**config.mk**
```make
export PLATFORM = sky130hd
export DESIGN_NAME = instr_exec
export DESIGN_NICKNAME = d
export VERILOG_FILES = /design/src/include/exec_pkg.sv /design/src/rtl/instr_exec.sv
export SDC_FILE = /design/constraint.sdc
export NUM_CORES = 1
export LEC_CHECK = 0
export ABC_AREA = 1
export CELL_PAD_IN_SITES_DETAIL_PLACEMENT = 1
export CELL_PAD_IN_SITES_GLOBAL_PLACEMENT = 1
export CORE_MARGIN = 4
export CORE_UTILIZATION = 40
export DETAILED_ROUTE_END_ITERATION = 12
export DONT_BUFFER_PORTS = 1
export PLACE_DENSITY = 0.8
export REMOVE_ABC_BUFFERS = 1
export SLEW_MARGIN = 20
export SYNTH_ARGS = -nofsm -noshare
export SYNTH_HDL_FRONTEND = slang
export SYNTH_SLANG_ARGS = --single-unit
```
**constraint.sdc**
```tcl
create_clock -name clk_i -period 6 [get_ports clk_i]
set_clock_uncertainty 0.05 [all_clocks]
set_input_delay 1.2 -clock clk_i [delete_from_list [all_inputs] [get_ports clk_i]]
set_output_delay 1.2 -clock clk_i [all_outputs]
set_load 0.05 [all_outputs]
```
**src/include/exec_pkg.sv**
```systemverilog
package exec_pkg;

  // Widths
  localparam int unsigned IW    = 14;
  localparam int unsigned PC_W  = 15;
  localparam int unsigned PTR_W = 16;
  localparam int unsigned AXI_AW = 8;

  // Register byte addresses on the bus
  localparam logic [AXI_AW-1:0] ADDR_ACC    = 8'h00;
  localparam logic [AXI_AW-1:0] ADDR_STATUS = 8'h04;
  localparam logic [AXI_AW-1:0] ADDR_UPPER  = 8'h08;
  localparam logic [AXI_AW-1:0] ADDR_PTR0   = 8'h0C;
  localparam logic [AXI_AW-1:0] ADDR_PTR1   = 8'h10;
  localparam logic [AXI_AW-1:0] ADDR_OPTION = 8'h14;
  localparam logic [AXI_AW-1:0] ADDR_DIR    = 8'h18;
  localparam logic [AXI_AW-1:0] ADDR_CTRL   = 8'h1C;

  // Control word bit positions
  localparam int unsigned CTRL_RUN_BIT = 0;
  localparam int unsigned CTRL_GEN_BIT = 7;
  localparam int unsigned CTRL_SRF_BIT = 8;
  localparam int unsigned CTRL_SLP_BIT = 9;

  // Bus responses
  localparam logic [1:0] RESP_OKAY   = 2'h0;
  localparam logic [1:0] RESP_SLVERR = 2'h2;

  // Reset values
  localparam logic [7:0]       ACC_RST    = 8'h00;
  localparam logic [4:0]       STATUS_RST = 5'h18;
  localparam logic [6:0]       UPPER_RST  = 7'h00;
  localparam logic [PTR_W-1:0] PTR_RST    = 16'h0000;
  localparam logic [7:0]       OPTION_RST = 8'hFF;
  localparam logic [7:0]       DIR_RST    = 8'hFF;

  // Pointer-update codes and operand constants
  localparam logic [1:0] UPD_PRE_INC  = 2'h0;
  localparam logic [1:0] UPD_PRE_DEC  = 2'h1;
  localparam logic [1:0] UPD_POST_INC = 2'h2;
  localparam logic [1:0] UPD_POST_DEC = 2'h3;
  localparam logic [3:0] DIR_A_SEL   = 4'h5;
  localparam logic [3:0] DIR_B_SEL   = 4'h6;
  localparam logic [3:0] DIR_C_SEL   = 4'h7;
  localparam logic [6:0] WIN0_ADDR   = 7'h00;
  localparam logic [6:0] WIN1_ADDR   = 7'h01;

  // Instruction encodings, most specific first
  localparam logic [IW-1:0] OPC_NOP    = 14'h0000;
  localparam logic [IW-1:0] OPC_RESET  = 14'h0001;
  localparam logic [IW-1:0] OPC_RETURN = 14'h0008;
  localparam logic [IW-1:0] OPC_IRET   = 14'h0009;
  localparam logic [IW-1:0] OPC_OPTION = 14'h0062;
  localparam logic [IW-1:0] OPC_SLEEP  = 14'h0063;
  localparam logic [IW-1:0] OPC_DIRW   = 14'h006?;
  localparam logic [IW-1:0] OPC_STIND  = 14'h001?;
  localparam logic [IW-1:0] OPC_STACC  = 14'h01??;
  localparam logic [IW-1:0] OPC_SUBRA  = 14'h02??;
  localparam logic [IW-1:0] OPC_XORRA  = 14'h06??;
  localparam logic [IW-1:0] OPC_RRC    = 14'h0C??;
  localparam logic [IW-1:0] OPC_RLC    = 14'h0D??;
  localparam logic [IW-1:0] OPC_SWAP   = 14'h0E??;
  localparam logic [IW-1:0] OPC_LDLIT  = 14'h30??;
  localparam logic [IW-1:0] OPC_LDPAG  = 14'h31??;
  localparam logic [IW-1:0] OPC_RETLIT = 14'h34??;
  localparam logic [IW-1:0] OPC_XORLA  = 14'h3A??;
  localparam logic [IW-1:0] OPC_SUBRAB = 14'h3B??;
  localparam logic [IW-1:0] OPC_SUBLA  = 14'h3C??;
  localparam logic [IW-1:0] OPC_STOFF  = 14'h3F??;

  // Decoded operations
  typedef enum logic [4:0] {
    OP_NOP, OP_RESET, OP_RETURN, OP_IRET, OP_OPTION, OP_SLEEP, OP_DIRW,
    OP_STIND, OP_STOFF, OP_STACC, OP_SUBRA, OP_SUBRAB, OP_SUBLA, OP_XORRA,
    OP_XORLA, OP_RRC, OP_RLC, OP_SWAP, OP_LDLIT, OP_LDPAG, OP_RETLIT
  } op_t;

  // Status flags, active-low ones marked _n
  typedef struct packed {
    logic wdt_n;
    logic slp_n;
    logic z;
    logic hc;
    logic c;
  } status_t;

  // File register write request
  typedef struct packed {
    logic [PTR_W-1:0] addr;
    logic [7:0]       wdata;
    logic             we;
  } file_req_t;

endpackage : exec_pkg

```
**src/rtl/instr_exec.sv**
```systemverilog
// The register offsets and register access over AXI4-Lite are this design's own decisions.
`timescale 1ns/100ps
// Behaviour
// (RQ1) Page literal loads upper latch, flags kept
// (RQ2) Literal loads accumulator, flags kept
// (RQ3) Store accumulator to file register, one cycle
// (RQ4) Pointer code selects pre/post increment/decrement
// (RQ5) Offset store uses pointer plus offset, pointer kept
// (RQ6) Pointers are 16 bits and wrap
// (RQ7) Indirect store and pointer steps keep flags
// (RQ8) Window addresses go through the pointer
// (RQ9) Option load copies accumulator, flags kept
// (RQ10) Software reset resets, clears reset flag
// (RQ11) Interrupt return pops, sets enable, two cycles
// (RQ12) Subroutine return pops into counter, two cycles
// (RQ13) Literal return loads accumulator and counter
// (RQ14) Rotate left through carry, destination bit
// (RQ15) Rotate right through carry, destination bit
// (RQ16) Literal minus accumulator sets carry, digit, zero
// (RQ17) Register minus accumulator sets carry, digit, zero
// (RQ18) Borrow subtract also takes inverted carry
// (RQ19) Sleep clears watchdog, sets flags, halts
// (RQ20) Nibble exchange swaps halves, no flags
// (RQ21) Exclusive OR updates only zero flag
// (RQ22) Direction load takes 5..7 only
// (RQ23) Other instructions take one cycle
module instr_exec
  import exec_pkg::*;
(
  input  logic              clk_i,
  input  logic              rst_n_i,
  input  logic              instr_valid_i,
  input  logic [IW-1:0]     instr_i,
  output logic              instr_ready_o,
  output file_req_t         file_req_o,
  input  logic [7:0]        file_rdata_i,
  input  logic [PC_W-1:0]   stack_top_i,
  output logic              stack_pop_o,
  output logic              pc_load_o,
  output logic [PC_W-1:0]   pc_o,
  output logic [6:0]        program_counter_upper_latch_o,
  output logic [7:0]        option_o,
  output logic [7:0]        port_a_direction_o,
  output logic [7:0]        port_b_direction_o,
  output logic [7:0]        port_c_direction_o,
  output logic              global_interrupt_enable_o,
  output logic              sw_reset_o,
  output logic              wdt_clear_o,
  output logic              sleeping_o,
  input  logic              wake_i,
  input  logic [AXI_AW-1:0] s_axi_awaddr_i,
  input  logic              s_axi_awvalid_i,
  output logic              s_axi_awready_o,
  input  logic [31:0]       s_axi_wdata_i,
  input  logic [3:0]        s_axi_wstrb_i,
  input  logic              s_axi_wvalid_i,
  output logic              s_axi_wready_o,
  output logic [1:0]        s_axi_bresp_o,
  output logic              s_axi_bvalid_o,
  input  logic              s_axi_bready_i,
  input  logic [AXI_AW-1:0] s_axi_araddr_i,
  input  logic              s_axi_arvalid_i,
  output logic              s_axi_arready_o,
  output logic [31:0]       s_axi_rdata_o,
  output logic [1:0]        s_axi_rresp_o,
  output logic              s_axi_rvalid_o,
  input  logic              s_axi_rready_i
);

  ////////////////////////////////////////////////////////////////////////////
  typedef enum logic [1:0] {ST_IDLE, ST_EXEC, ST_SECOND, ST_SLEEP} state_t;

  state_t                 state_q;   // Sequencer
  op_t                    op_q;      // Latched operation
  logic [IW-1:0]          instr_q;   // Latched word
  logic [7:0]             acc_q;     // Accumulator
  status_t                st_q;      // Flags
  logic [6:0]             upper_q;   // Upper latch
  logic [1:0][PTR_W-1:0]  ptr_q;     // Indirect pointers
  logic [7:0]             opt_q;     // Option register
  logic [2:0][7:0]        dir_q;     // Port C..A directions
  logic                   run_q;     // Execution enable
  logic                   gen_q;     // Global enable
  logic                   srf_n_q;   // Reset-instruction flag
  file_req_t              freq_q;    // File write request
  logic                   pop_q;     // Stack pop pulse
  logic                   swrst_q;   // Soft reset pulse
  logic                   wdtclr_q;  // Watchdog clear pulse
  logic [PC_W-1:0]        pc_q;      // Popped counter
  logic                   aw_q, w_q, bvalid_q, rvalid_q;
  logic [AXI_AW-1:0]      awaddr_q;
  logic [31:0]            wdata_q, rdata_q;
  logic [3:0]             wstrb_q;
  logic [1:0]             bresp_q, rresp_q;

  ////////////////////////////////////////////////////////////////////////////
  // Instruction decode by priority match
  function automatic op_t decode(input logic [IW-1:0] w);
    casez (w)
      OPC_NOP:    return OP_NOP;
      OPC_RESET:  return OP_RESET;
      OPC_RETURN: return OP_RETURN;
      OPC_IRET:   return OP_IRET;
      OPC_OPTION: return OP_OPTION;
      OPC_SLEEP:  return OP_SLEEP;
      // (RQ22) Out-of-range operand is no operation
      OPC_DIRW:   return (w[3:0] >= DIR_A_SEL && w[3:0] <= DIR_C_SEL) ? OP_DIRW : OP_NOP;
      OPC_STIND:  return OP_STIND;
      OPC_STACC:  return OP_STACC;
      OPC_SUBRA:  return OP_SUBRA;
      OPC_XORRA:  return OP_XORRA;
      OPC_RRC:    return OP_RRC;
      OPC_RLC:    return OP_RLC;
      OPC_SWAP:   return OP_SWAP;
      OPC_LDLIT:  return OP_LDLIT;
      OPC_LDPAG:  return OP_LDPAG;
      OPC_RETLIT: return OP_RETLIT;
      OPC_XORLA:  return OP_XORLA;
      OPC_SUBRAB: return OP_SUBRAB;
      OPC_SUBLA:  return OP_SUBLA;
      OPC_STOFF:  return OP_STOFF;
      default:    return OP_NOP;
    endcase
  endfunction : decode

  // Pointer step; 16-bit sum wraps naturally
  function automatic logic [PTR_W-1:0] step16(input logic [PTR_W-1:0] p, input logic dec);
    return dec ? p - 16'h0001 : p + 16'h0001;
  endfunction : step16

  // a - b - !cin, returns {carry, digit carry, result}
  function automatic logic [9:0] sub8(input logic [7:0] a, input logic [7:0] b,
                                     input logic cin);
    logic [8:0] t;
    logic [4:0] n;
    t = {1'b0, a} + {1'b0, ~b} + {8'h00, cin};
    n = {1'b0, a[3:0]} + {1'b0, ~b[3:0]} + {4'h0, cin};
    return {t[8], n[4], t[7:0]};
  endfunction : sub8

  // Bus address decode
  function automatic logic mapped(input logic [AXI_AW-1:0] a);
    return a inside {ADDR_ACC, ADDR_STATUS, ADDR_UPPER, ADDR_PTR0, ADDR_PTR1,
                     ADDR_OPTION, ADDR_DIR, ADDR_CTRL};
  endfunction : mapped

  // Register read view, zero when unmapped
  function automatic logic [31:0] read_word(input logic [AXI_AW-1:0] a);
    case (a)
      ADDR_ACC:    return {24'h000000, acc_q};
      ADDR_STATUS: return {27'h0000000, st_q};
      ADDR_UPPER:  return {25'h0000000, upper_q};
      ADDR_PTR0:   return {16'h0000, ptr_q[0]};
      ADDR_PTR1:   return {16'h0000, ptr_q[1]};
      ADDR_OPTION: return {24'h000000, opt_q};
      ADDR_DIR:    return {8'h00, dir_q};
      ADDR_CTRL:   return {22'h000000, (state_q == ST_SLEEP), srf_n_q, gen_q,
                           6'h00, run_q};
      default:     return 32'h00000000;
    endcase
  endfunction : read_word

  ////////////////////////////////////////////////////////////////////////////
  // Handshakes and selection
  wire ex       = (state_q == ST_EXEC);
  wire wr_go    = aw_q & w_q & ~bvalid_q & (state_q != ST_EXEC);
  wire take     = instr_valid_i & instr_ready_o;
  wire soft_clr = ~rst_n_i | swrst_q;
  wire is_ret   = op_q inside {OP_RETURN, OP_IRET, OP_RETLIT};
  wire dest_f   = instr_q[7];
  wire [7:0] lit  = instr_q[7:0];
  wire [7:0] rd   = file_rdata_i;
  wire       n_i  = instr_i[2];
  wire       nk_i = instr_i[6];
  wire [6:0] f_i  = instr_i[6:0];
  wire [1:0] upd_i = instr_i[1:0];
  wire op_t  op_d = decode(instr_i);
  wire [31:0] wm_mask = {{8{wstrb_q[3]}}, {8{wstrb_q[2]}}, {8{wstrb_q[1]}}, {8{wstrb_q[0]}}};
  wire [31:0] wm  = (read_word(awaddr_q) & ~wm_mask) | (wdata_q & wm_mask);

  // Soft reset cycle refuses a word that the reset would drop
  assign instr_ready_o = (state_q == ST_IDLE) & run_q & ~wr_go & ~swrst_q;

  // Effective file address at accept
  logic [PTR_W-1:0] addr_d;
  always_comb
  begin
    case (op_d)
      // (RQ4) Pre forms step first, post forms use pointer
      OP_STIND:  addr_d = upd_i[1] ? ptr_q[n_i] : step16(ptr_q[n_i], upd_i[0]);
      // (RQ5) Signed offset from pointer
      OP_STOFF:  addr_d = ptr_q[nk_i] + {{10{instr_i[5]}}, instr_i[5:0]};
      // (RQ8) Window maps onto its pointer
      default:   addr_d = (f_i == WIN0_ADDR) ? ptr_q[0] :
                          (f_i == WIN1_ADDR) ? ptr_q[1] : {9'h000, f_i};
    endcase
  end

  // Result, flags and destination
  logic [7:0] res;
  status_t    st_n;
  logic       to_acc, to_file;
  logic [9:0] sb;
  always_comb
  begin
    res     = acc_q;
    st_n    = st_q;
    to_acc  = 1'b0;
    to_file = 1'b0;
    sb      = 10'h000;
    case (op_q)
      // (RQ14) Carry in at bit 0, bit 7 out
      OP_RLC:    begin res = {rd[6:0], st_q.c}; st_n.c = rd[7]; end
      // (RQ15) Carry in at bit 7, bit 0 out
      OP_RRC:    begin res = {st_q.c, rd[7:1]}; st_n.c = rd[0]; end
      // (RQ20) Halves exchanged
      OP_SWAP:   res = {rd[3:0], rd[7:4]};
      // (RQ21) Zero flag only
      OP_XORRA:  begin res = rd ^ acc_q; st_n.z = (res == 8'h00); end
      OP_XORLA:  begin res = lit ^ acc_q; st_n.z = (res == 8'h00); end
      // (RQ17) Register minus accumulator
      OP_SUBRA:  sb = sub8(rd, acc_q, 1'b1);
      // (RQ18) Borrow is inverted carry
      OP_SUBRAB: sb = sub8(rd, acc_q, st_q.c);
      // (RQ16) Literal minus accumulator
      OP_SUBLA:  sb = sub8(lit, acc_q, 1'b1);
      // (RQ2) Literal into accumulator
      OP_LDLIT:  res = lit;
      // (RQ13) Literal into accumulator
      OP_RETLIT: res = lit;
      // (RQ19) Watchdog flags on sleep entry
      OP_SLEEP:  begin st_n.wdt_n = 1'b1; st_n.slp_n = 1'b0; end
      default:   res = acc_q;
    endcase
    if (op_q inside {OP_SUBRA, OP_SUBRAB, OP_SUBLA})
    begin
      res    = sb[7:0];
      st_n.c = sb[9];
      st_n.hc = sb[8];
      st_n.z = (sb[7:0] == 8'h00);
    end
    if (op_q inside {OP_RLC, OP_RRC, OP_SWAP, OP_XORRA, OP_SUBRA, OP_SUBRAB})
    begin
      to_acc  = ~dest_f;
      to_file = dest_f;
    end
    if (op_q inside {OP_XORLA, OP_SUBLA, OP_LDLIT, OP_RETLIT})
      to_acc = 1'b1;
    // (RQ3) Accumulator to file, flags kept
    if (op_q inside {OP_STACC, OP_STIND, OP_STOFF})
      to_file = 1'b1;
  end

  ////////////////////////////////////////////////////////////////////////////
  // Sequencer
  always_ff @(posedge clk_i)
  begin
    if (soft_clr)
      state_q <= ST_IDLE;
    else
      case (state_q)
        ST_IDLE:   if (take) state_q <= ST_EXEC;
        // (RQ12) Returns hold a second cycle
        ST_EXEC:   state_q <= is_ret ? ST_SECOND :
                              (op_q == OP_SLEEP) ? ST_SLEEP : ST_IDLE;
        ST_SECOND: state_q <= ST_IDLE;
        ST_SLEEP:  if (wake_i) state_q <= ST_IDLE;
        default:   state_q <= ST_IDLE;
      endcase
  end

  // Latch instruction at accept
  always_ff @(posedge clk_i)
  begin
    if (soft_clr)
    begin
      op_q    <= OP_NOP;
      instr_q <= OPC_NOP;
    end
    else if (take)
    begin
      op_q    <= op_d;
      instr_q <= instr_i;
    end
  end

  // Architectural state; bus writes never meet an execute cycle
  always_ff @(posedge clk_i)
  begin
    if (soft_clr)
    begin
      acc_q   <= ACC_RST;
      st_q    <= STATUS_RST;
      upper_q <= UPPER_RST;
      ptr_q   <= {PTR_RST, PTR_RST};
      opt_q   <= OPTION_RST;
      dir_q   <= {DIR_RST, DIR_RST, DIR_RST};
      run_q   <= 1'b1;
      gen_q   <= 1'b0;
    end
    else if (wr_go)
      case (awaddr_q)
        ADDR_ACC:    acc_q    <= wm[7:0];
        ADDR_STATUS: st_q     <= wm[4:0];
        ADDR_UPPER:  upper_q  <= wm[6:0];
        ADDR_PTR0:   ptr_q[0] <= wm[15:0];
        ADDR_PTR1:   ptr_q[1] <= wm[15:0];
        ADDR_OPTION: opt_q    <= wm[7:0];
        ADDR_DIR:    dir_q    <= wm[23:0];
        ADDR_CTRL:
        begin
          run_q <= wm[CTRL_RUN_BIT];
          gen_q <= wm[CTRL_GEN_BIT];
        end
        default:     run_q    <= run_q;
      endcase
    else if (ex)
    begin
      // (RQ7) Store forms leave flags as they were
      st_q <= st_n;
      if (to_acc)
        acc_q <= res;
      // (RQ1) Page literal
      if (op_q == OP_LDPAG)
        upper_q <= instr_q[6:0];
      // (RQ9) Option load
      if (op_q == OP_OPTION)
        opt_q <= acc_q;
      // (RQ22) Port select 5, 6, 7
      if (op_q == OP_DIRW)
        dir_q[2'(instr_q[3:0] - DIR_A_SEL)] <= acc_q;
      // (RQ6) Pointer step wraps at 16 bits
      if (op_q == OP_STIND)
        ptr_q[instr_q[2]] <= step16(ptr_q[instr_q[2]], instr_q[0]);
      // (RQ11) Enable set on interrupt return
      if (op_q == OP_IRET)
        gen_q <= 1'b1;
    end
  end

  // (RQ10) Flag survives the soft reset it reports
  always_ff @(posedge clk_i)
  begin
    if (!rst_n_i)
      srf_n_q <= 1'b1;
    else if (ex && op_q == OP_RESET)
      srf_n_q <= 1'b0;
    else if (wr_go && awaddr_q == ADDR_CTRL)
      srf_n_q <= wm[CTRL_SRF_BIT];
  end

  // Registered side outputs and pulses
  always_ff @(posedge clk_i)
  begin
    if (!rst_n_i)
    begin
      freq_q   <= '0;
      pop_q    <= 1'b0;
      pc_q     <= '0;
      swrst_q  <= 1'b0;
      wdtclr_q <= 1'b0;
    end
    else
    begin
      if (take)
        freq_q.addr <= addr_d;
      freq_q.we    <= ex & to_file;
      freq_q.wdata <= res;
      // (RQ13) Counter from stack top
      pop_q <= ex & is_ret;
      if (ex && is_ret)
        pc_q <= stack_top_i;
      swrst_q  <= ex & (op_q == OP_RESET);
      // (RQ19) Watchdog and prescaler clear
      wdtclr_q <= ex & (op_q == OP_SLEEP);
    end
  end

  ////////////////////////////////////////////////////////////////////////////
  // Bus slave
  always_ff @(posedge clk_i)
  begin
    if (!rst_n_i)
    begin
      {aw_q, w_q, bvalid_q, rvalid_q} <= 4'h0;
      {awaddr_q, wdata_q, wstrb_q}    <= '0;
      {bresp_q, rresp_q, rdata_q}     <= '0;
    end
    else
    begin
      if (s_axi_awvalid_i && s_axi_awready_o)
        {aw_q, awaddr_q} <= {1'b1, s_axi_awaddr_i};
      if (s_axi_wvalid_i && s_axi_wready_o)
        {w_q, wdata_q, wstrb_q} <= {1'b1, s_axi_wdata_i, s_axi_wstrb_i};
      if (wr_go)
      begin
        {aw_q, w_q, bvalid_q} <= 3'h1;
        bresp_q <= mapped(awaddr_q) ? RESP_OKAY : RESP_SLVERR;
      end
      else if (s_axi_bready_i)
        bvalid_q <= 1'b0;
      if (s_axi_arvalid_i && s_axi_arready_o)
      begin
        rvalid_q <= 1'b1;
        rdata_q  <= read_word(s_axi_araddr_i);
        rresp_q  <= mapped(s_axi_araddr_i) ? RESP_OKAY : RESP_SLVERR;
      end
      else if (s_axi_rready_i)
        rvalid_q <= 1'b0;
    end
  end

  assign s_axi_awready_o = ~aw_q;
  assign s_axi_wready_o  = ~w_q;
  assign s_axi_bvalid_o  = bvalid_q;
  assign s_axi_bresp_o   = bresp_q;
  assign s_axi_arready_o = ~rvalid_q;
  assign s_axi_rvalid_o  = rvalid_q;
  assign s_axi_rdata_o   = rdata_q;
  assign s_axi_rresp_o   = rresp_q;

  assign file_req_o  = freq_q;
  assign stack_pop_o = pop_q;
  assign pc_load_o   = pop_q;
  assign pc_o        = pc_q;
  assign program_counter_upper_latch_o = upper_q;
  assign option_o           = opt_q;
  assign port_a_direction_o = dir_q[0];
  assign port_b_direction_o = dir_q[1];
  assign port_c_direction_o = dir_q[2];
  assign global_interrupt_enable_o = gen_q;
  assign sw_reset_o  = swrst_q;
  assign wdt_clear_o = wdtclr_q;
  assign sleeping_o  = (state_q == ST_SLEEP);
endmodule : instr_exec

```
==> results_dict.tcl, run 1 <==
set metrics [dict create \
    status "finished clean" \
    synth_edf_count 0 \
    cts_tree "yes" \
    grt_pass1_vias 16960 \
    hold_ws_ps 402.7 \
    wl_um 63650 \
    yosysSeqAreaShare_pct 27.72 \
    grt_overflow 0 \
    clk_latency_ps 580 \
    io_pins 225 \
    ff2ff_setup_slack_ps 2280 \
    htreeDepth 1 \
    busiest_layer "met2" \
    antenna_found_initial 1 \
    ir_drop_mv 0.2334 \
    max_cap_viol_count 0 \
    r2r-end "file_req_o[13]" \
    insertedDiodeCount 0 \
    tns_ps 0 \
    min_path_cells 2 \
    drtAntennaViolNets 0 \
    crit_buf_inv 3 \
    hp-start "awaddr_q[7]" \
    dieArea_um2 41100 \
    grtUsageMet3_pct 6.293 \
    die_x_um 202.7 \
    path_depth 10 \
    grt_max_degree 83 \
    place_congestion 0.9601 \
    synth_area_um2 15170 \
    drtPass1Iterations 5 \
    slowest_stage "inv_2" \
    portBuffers 0 \
    clock_path_buffers 3 \
    crit_family "buffers and inverters" \
    rr_startpoint "w_q" \
    min_period_ps 3722 \
    drive_gt1_share_pct 6.568 \
    core_um2 37580 \
    yosys_most_used_dff "dfxtp_1" \
    critPathRequiredTime_ps 6410 \
    crit_type "reg -> reg" \
    critPathMaxStageDelay_ps 650 \
    area_growth_pct 8.389 \
    path_cells "inv_1 > nor3_4 > nand2_4 > nand3_1 > inv_1 > nand2_2 > inv_2 > o21ai_0 > a31oi_1 > a21oi_1" \
    vias 16910 \
    drc 0 \
    worst_slew_margin_rel_pct 26.14 \
    met1_usage_pct 40.15 \
    fmax_ghz 0.2687 \
    synth_area_per_cell_um2 6.310 \
    wl_per_cell_um 22.05 \
    final_nets 2519 \
    grtUsageTotal_pct 29.68 \
    tightest_slew_ps 1106 \
    cts_sinks 210 \
    grt_pass1_wl_um 98180 \
    cp-start-kind "register" \
    ctsRootBufferMaster "clkbuf_16" \
    slew_viol_final 0 \
    dieHeight_um 202.7 \
    place_ws_ps 2293 \
    async_flop_share_pct 0 \
    drt_iter0_drc 1168 \
    post_cts_resized 0 \
    worstPathMaxFanout 37 \
    synth_cells 2404 \
    yosysUniqueCellTypes 60 \
    rsz0062_at_grt "false" \
    hold_path_class "reg -> reg" \
    postCtsHoldBufs 0 \
    dp.final_hpwl_um 49810 \
    critPathArrivalTime_ps 4130 \
    hold-path-endpoint "awaddr_q[7]" \
    viasPerCell 5.859 \
    min_period_over_period_pct 62.03 \
    reg2reg_depth 10 \
    cts_setup_buffers 0 \
    leakage_uw 0.007294 \
    rows 71 \
    ys_ff_latch 210 \
    hold_viol_final 0 \
    ys.warnings.count 0 \
    crit_path_end_kind "register" \
    fin_ws_ps 2278 \
    path_clk_slew_ps 60 \
    met2_usage_pct 47.75 \
    finalSetupViolCount 0 \
    start_util_pct 40.37 \
    cpMostUsedCell "inv_1" \
    cts_buffers 27 \
    power.density_nw_per_um2 272.9 \
]
[metal layers]
| metal | vias up | share of wire, % |
|---|---|---|
| li1 | 7984 | - |
| met1 | 8175 | 44 |
| met2 | 634 | 44 |
| met3 | 113 | 8.0 |
| met4 | 2 | 3.5 |
| met5 | - | 0.024 |
[area by class of cell]
| type | count | area, um^2 |
|---|---|---|
| inverter | 297 | 1120 |
| fill | 5076 | 21140 |
| multi-input combinational | 1811 | 9432 |
| sequential | 210 | 4204 |
| clock inverter | 22 | 314.1 |
| clock buffer | 28 | 679.4 |
| tap | 511 | 639.4 |
| timing repair buffer | 7 | 52.55 |
[cell usage in the layout (no fill, tap or decap), types with 23 or more instances in the layout]
cell type,n
a21oi_1,178
a31oi_1,23
clkbuf_16,27
dfxtp_1,210
ha_1,62
inv_1,271
nand2_1,561
nand3_1,162
nand4_1,31
nor2_1,209
nor3_1,27
o211ai_1,38
o21ai_0,256
o22ai_1,54
[how the worst max path moves through the flow]
stage / start / end / slack [ps]
after detailed placement: s_axi_bvalid_o / file_req_o[13] / 2290
after CTS: s_axi_bvalid_o / file_req_o[13] / 2300
after global routing: w_q / file_req_o[13] / 2050
final: w_q / file_req_o[13] / 2280
after floorplan: rst_n_i / port_c_direction_o[0] / 1040
after global placement: s_axi_bvalid_o / file_req_o[13] / 2390
[worst register-to-register path: stages (launching register included)]
cell     delay (ps)
dfxtp_1         310
inv_1           420
nor3_4          140
nand2_4         410
nand3_1         140
inv_1           450
nand2_2         560
inv_2           660
o21ai_0         220
a31oi_1         180
a21oi_1          80
[Yosys cell counts (all sizes together), types with 32 or more instances]
cell | count | area share [%]
nand2 | 580 | 15
inv | 293 | 7.3
o21ai | 272 | 9.1
nor2 | 237 | 6.6
dfxtp | 210 | 28
a21oi | 180 | 6.0
nand3 | 166 | 5.7
ha | 62 | 5.1
o22ai | 54 | 2.2
clkbuf | 49 | 1.2
buf | 46 | 1.8
o211ai | 39 | 2.0
nand4 | 32 | 1.4
[kinds of logic (layout without fill, tap and decap cells)]
family	after synthesis	count (layout)	synth area share, %
and+or+nand+nor	1073	1073	30.75
xor gates and xnor gates	17	17	0.9816
other	1	10	0.02472
adders and majority gates	67	67	5.774
DFF	210	210	27.72
buffers and inverters	392	354	10.40
AOI/OAI and AO/OA	644	644	24.35
[power by group]
group | internal [uW] | leakage, uW | total [uW] | switching [uW]
Combinational | 278 | 0.00510 | 979 | 701
Sequential | 1480 | 0.00171 | 1670 | 188
Clock | 1100 | 0.000484 | 1840 | 740
[through the flow]
| stage | cells | cell area, um^2 | total power (uW) | util (%) |
|---|---|---|---|---|
| global placement | 2836 | 15440 | 2611 | 41.10 |
| CTS | 2886 | 16440 | 4481 | 43.74 |
| global route | 2886 | 16440 | 4678 | 43.75 |
| detailed placement | 2836 | 15440 | 2647 | 41.10 |
| finish | 2886 | 16440 | 4487 | 43.75 |
| floorplan | 2318 | 14740 | 2353 | - |
[sequential cells by signal (all words and copies together), names as in the netlist, 2 cells and up]
register                       count
s_axi_rdata_o                     24
option_o                           8
wstrb_q                            3
port_c_direction_o                 8
port_b_direction_o                 8
st_q                               5
acc_q                              8
state_q                            2
file_req_o                        25
op_q                               5
awaddr_q                           8
port_a_direction_o                 8
wdata_q                           24
ptr_q                             32
instr_q                            8
program_counter_upper_latch_o      7
pc_o                              15
(Power assumes the default switching activity.)
==> run 2, diff against run 1 <==
- ABC_AREA: 1 -> 0
- PLACE_DENSITY: 0.8 -> 0.79
- clock period: 6 -> 3.15 ns (I/O delays scaled with it)
==> results_dict.tcl, run 2 <==
set metrics [dict create \
    status "finished clean" \
    crit_type "reg -> reg" \
    ir_drop_mv 0.3453 \
    portBuffers 0 \
    largest_reg_flops 32 \
    place_congestion 1.027 \
    leakage_uw 0.006400 \
    hold_path_class "in -> reg" \
    final_cell_mix "nand2_1, dfxtp_1, nor2_1, a21oi_1, buf_4" \
    min_period_over_period_pct 96.49 \
    regMostFlops "ptr_q" \
    wl_per_cell_um 25.82 \
    combPwrFrac_pct 17.7 \
    drt_iter0_drc 1331 \
    grtUsageTotal_pct 29.76 \
    place_ws_ps -137.3 \
    drive_gt1_share_pct 17.05 \
    area_growth_pct 15.87 \
    yosysUniqueCellTypes 95 \
    ys_ff_latch 210 \
    drc 0 \
    rows 70 \
    fin_ws_ps 110.6 \
    synth_xor_area_share_pct 2.431 \
    core_um2 36520 \
    cts_sinks 210 \
    final_nets 2133 \
    synthAdderAreaFrac_pct 5.997 \
    synth_area_um2 14770 \
    ys.warnings.count 0 \
    cts_buffers 26 \
    cts_tree "yes" \
    dieArea_um2 40070 \
    tightest_slew_ps 994.6 \
    ctsRootBufferMaster "clkbuf_16" \
    min_period_ps 3039 \
    worst_slew_margin_rel_pct 33.53 \
    antenna_found_initial 0 \
    async_flop_share_pct 0 \
    yosys.area.top_type "dfxtp_1" \
    power.density_nw_per_um2 451.2 \
    layout_commonest_cell "nand2_1" \
    dieHeight_um 200.2 \
    synthMuxAreaShare_pct 8.225 \
    ys_top_cells_by_count "nand2_1, dfxtp_1, nor2_1" \
    clk_latency_ps 550 \
    finalSetupViolCount 0 \
    synth_area_per_cell_um2 7.766 \
    yosys.area.top_type_share_pct 28.46 \
    path_clk_slew_ps 60 \
    p_clk_share_pct 43.0 \
    htreeDepth 1 \
    postCtsHoldBufs 0 \
    io_pins 225 \
    wl_um 63430 \
    max_cap_viol_count 0 \
    die_x_um 200.2 \
    yosys.area_share.simple_pct 21.12 \
    finalPower_uw 7722 \
    critPathRequiredTime_ps 3540 \
    power.internal_uw 5268 \
    viasPerCell 6.471 \
    switchingPower_uw 2454 \
    start_util_pct 40.45 \
    synth_area_leaders "dfxtp_1, a21oi_1, nand2_1" \
    insertedDiodeCount 0 \
    cp-start-kind "register" \
    synth_top_family_by_area "compound AO/OA/AOI/OAI gates" \
    hold_viol_final 0 \
    worstPathMaxFanout 8 \
    synth_compound_area_share_pct 28.80 \
    critPathArrivalTime_ps 3430 \
    seqPwrFrac_pct 39.3 \
    synth_cells 1902 \
    fmax_ghz 0.3290 \
    yosysSeqAreaShare_pct 28.46 \
    grt_pass1_wl_um 96900 \
    synth_edf_count 0 \
    grt_pass1_vias 16160 \
    dp.final_hpwl_um 46630 \
    swShare_pct 31.78 \
    drtAntennaViolNets 0 \
    yosysMostFrequentCell "nand2_1" \
    drtPass1Iterations 6 \
    final_core_util_pct 46.86 \
    vias 15890 \
    ff2ff_setup_slack_ps 110 \
    yosys_most_used_dff "dfxtp_1" \
    slew_viol_final 0 \
    grt_max_degree 79 \
    crit_path_end_kind "register" \
    grt_overflow 0 \
    clock_path_buffers 3 \
]
## run 2: path summary, 6_finish.rpt
| path | start | to | cells past startpoint |
|---|---|---|---|
| setup / recovery | instr_q[2] | ptr_q[31] | 12 |
| setup reg to reg | instr_q[2] | ptr_q[31] | 12 |
| hold / removal | s_axi_rready_i | s_axi_rvalid_o | 1 |
| hold reg to reg | wdata_q[13] | wdata_q[13] | 2 |
## run 2: routing by layer
layer	part of all wire, %	track usage, %
met5	0	0
met4	4.7	11.65
met3	7.3	5.780
met2	49	51.95
met1	39	36.23
## run 2: area by class of cell
class                   instances  area, um^2
fillers                      4431       19410
multi-input cells            1528       10000
flip-flops and latches        210        4205
repair buffers                163        1244
clock buffers                  34       742.0
well taps                     468       585.6
clock inverters                14       191.4
inverters                      39       146.4
## run 2: cells by family (layout without fill, tap and decap cells)
logic type / Yosys count / after routing
flip-flops: 210 / 210
buffers and inverters: 173 / 250
AND/OR/NAND/NOR: 660 / 660
XOR/XNOR: 41 / 41
adder cells (fa/ha/maj): 68 / 68
other: 1 / 10
AO/OA/AOI/OAI: 637 / 637
multiplexers: 112 / 112
## run 2: critical path: stages, from the launching register on
cell	delay, ps
dfxtp_2	380
buf_6	170
mux2_2	340
ha_1	330
o21a_1	170
o21a_1	140
o311a_1	230
o31ai_4	90
buf_4	160
o211ai_1	260
a21oi_1	110
a31o_2	230
o31a_1	270
## run 2: power groups by stage
stage                     clock, uW  sequential, uW  combinational [uW]
final                          3320            3040                1370
after global routing           3450            3050                1480
after CTS                      3340            3030                1330
after detailed placement          0            3090                1320
after global placement            0            3090                1280
after floorplan                   0            3080                 823
## run 2: repair_timing
action	CTS	global route
setup endpoints to repair	4	20
setup buffers	0	2
resized for setup	1	24
pin swaps	0	5
## run 2: through the flow
step	instances	hold slack, ps	cell area [um^2]	TNS (ps)
2_1_floorplan	1777	381.7	14220	-78240
3_3_place_gp	2406	393.5	16070	-258.0
3_5_place_dp	2406	398.4	16070	-769.5
4_1_cts	2454	108.0	17020	0
5_1_grt	2456	116.7	17120	-0.03153
6_report	2456	126.5	17120	0
==> run 3, diff against run 2 <==
- clock period: 3.15 -> 2.5 ns (I/O delays scaled with it)
==> results_dict.tcl, run 3 (synthesized netlist as in run 2, its figures left out) <==
set metrics [dict create \
    io_pins 225 \
    drc 3 \
    status "complete, but fails checks" \
    cts_tree "yes" \
    die_x_um 200.2 \
    largest_reg_flops 32 \
    finalSetupViolCount 104 \
    drt_iter0_drc 2963 \
    dieArea_um2 40070 \
    cts_sinks 210 \
    place_congestion 1.032 \
    fmax_ghz 0.3019 \
    hold_ws_ps -6.648 \
    viasPerCell 7.343 \
    core_um2 36520 \
    grt_pass1_vias 19260 \
    wl_per_cell_um 34.84 \
    ff2ff_setup_slack_ps -810 \
    clk_latency_ps 600 \
    regMostFlops "ptr_q" \
    critPathRequiredTime_ps 2920 \
    portBuffers 0 \
    area_growth_pct 47.03 \
    grt_max_degree 79 \
    rows 70 \
    htreeDepth 1 \
    wl_um 96370 \
    drtPass1Iterations 13 \
    grt_pass1_wl_um 118000 \
    hold_viol_final 4 \
    ctsRootBufferMaster "clkbuf_16" \
    final_nets 2442 \
    slew_viol_final 0 \
    clock_path_buffers 3 \
    final_cells 2766 \
    cp-start-kind "register" \
    worstPathMaxFanout 6 \
    final_cell_mix "buf_4, nand2_1, dfxtp_1, nor2_1, a21oi_1" \
    place_inst 2609 \
    ir_drop_mv 0.6517 \
    layout_commonest_cell "buf_4" \
    violations "DRC, hold timing, setup timing" \
    cts_buffers 26 \
    slowest_stage "dfxtp_4" \
    path_cells "buf_8 > mux2_4 > ha_4 > o21a_1 > o21ai_1 > nor2_2 > o31ai_4 > buf_6 > o211ai_1 > buf_4 > a21oi_2 > a31oi_1 > a31oi_1" \
    critPathMaxStageDelay_ps 400 \
    start_util_pct 40.45 \
    grt_overflow 0 \
    worst_slew_margin_rel_pct 36.57 \
    dieHeight_um 200.2 \
    leakage_uw 0.008443 \
    path_clk_slew_ps 90 \
    crit_path_end_kind "register" \
    max_cap_viol_count 0 \
    cpMostUsedCell "a31oi_1" \
    grtUsageTotal_pct 36.77 \
    final_core_util_pct 59.47 \
    critPathArrivalTime_ps 3740 \
    crit_type "reg -> reg" \
    power.density_nw_per_um2 502.1 \
    rsz0062_at_grt "true" \
    vias 20310 \
    antenna_found_initial 10 \
    hold_path_class "in -> reg" \
    min_period_over_period_pct 132.5 \
    min_period_ps 3312 \
    dp.final_hpwl_um 51150 \
    drtAntennaViolNets 0 \
    tightest_slew_ps 950.1 \
    fin_ws_ps -811.8 \
    drive_gt1_share_pct 39.87 \
]
run 3: cell count changes in the layout (fill, tap and decap cells not counted), moves of 20 or more:
cell,previous run,this run
buf_4,160,394
buf_6,2,49
a21oi_1,170,127
a21oi_2,4,43
o21ai_0,144,105
ha_4,1,25
ha_1,60,37
o21ai_1,10,31
nor2_1,192,172
run 3: critical path: cells and delay by family (launching register included):
kind / cells / cell delay [ps]
AOI/OAI and AO/OA: 7 / 1160
adders and majority gates: 1 / 300
buffers and inverters: 3 / 500
DFF: 1 / 400
muxes: 1 / 360
and+or+nand+nor: 1 / 390
run 3: area by class of cell:
| cell class | instances | area [um^2] |
|---|---|---|
| repair buffers | 471 | 4040 |
| diodes | 3 | 7.507 |
| clock inverters | 12 | 188.9 |
| flip-flops and latches | 210 | 4245 |
| clock buffers | 34 | 720.7 |
| multi-input cells | 1529 | 11770 |
| well taps | 468 | 585.6 |
| fillers | 4153 | 14800 |
| inverters | 39 | 157.7 |
run 3: power by group:
group	leakage [uW]	internal [uW]	switching (uW)
registers	0.00172	3470	345
clock network	0.000443	2450	1860
logic	0.00628	1130	1640
total	0.00844	7060	3850
run 3: worst paths after layout:
check,start,endpoint,cells after the start
max,instr_q[2],ptr_q[15],13
min,s_axi_wdata_i[21],wdata_q[21],2
max reg2reg,instr_q[2],ptr_q[15],13
min reg2reg,wdata_q[10],wdata_q[10],2
run 3: routing by layer:
layer | track usage [%] | up-vias | wire length (um)
met5 | 0 | - | 93
met4 | 23.43 | 10 | 10350
met3 | 7.965 | 901 | 12390
met2 | 62.79 | 1975 | 41520
met1 | 41.75 | 9640 | 32030
li1 | - | 7785 | -
run 3: what timing repair did:
| action | CTS | global route |
|---|---|---|
| endpoints found under the hold margin | 3 | 0 |
| setup buffers | 52 | 69 |
| resized for setup | 230 | 260 |
| setup endpoints to repair | 62 | 98 |
| pin swaps | 138 | 167 |
| hold buffers | 3 | 0 |
| cloned | 1 | 3 |
run 3: metrics by stage:
stage                     area [um^2]  total power, uW  setup slack [ps]  hold WS [ps]  TNS (ps)
final                           21720            10900            -811.8        -6.648    -23430
after global routing            21710            11090            -819.6        -8.936    -28270
after floorplan                 14220             4922             -1660         381.7   -138950
after detailed placement        17750             5824            -917.3         396.4    -23600
after global placement          17750             5758            -648.8         391.5    -17190
after CTS                       20110            10200            -275.4       0.01277     -5370
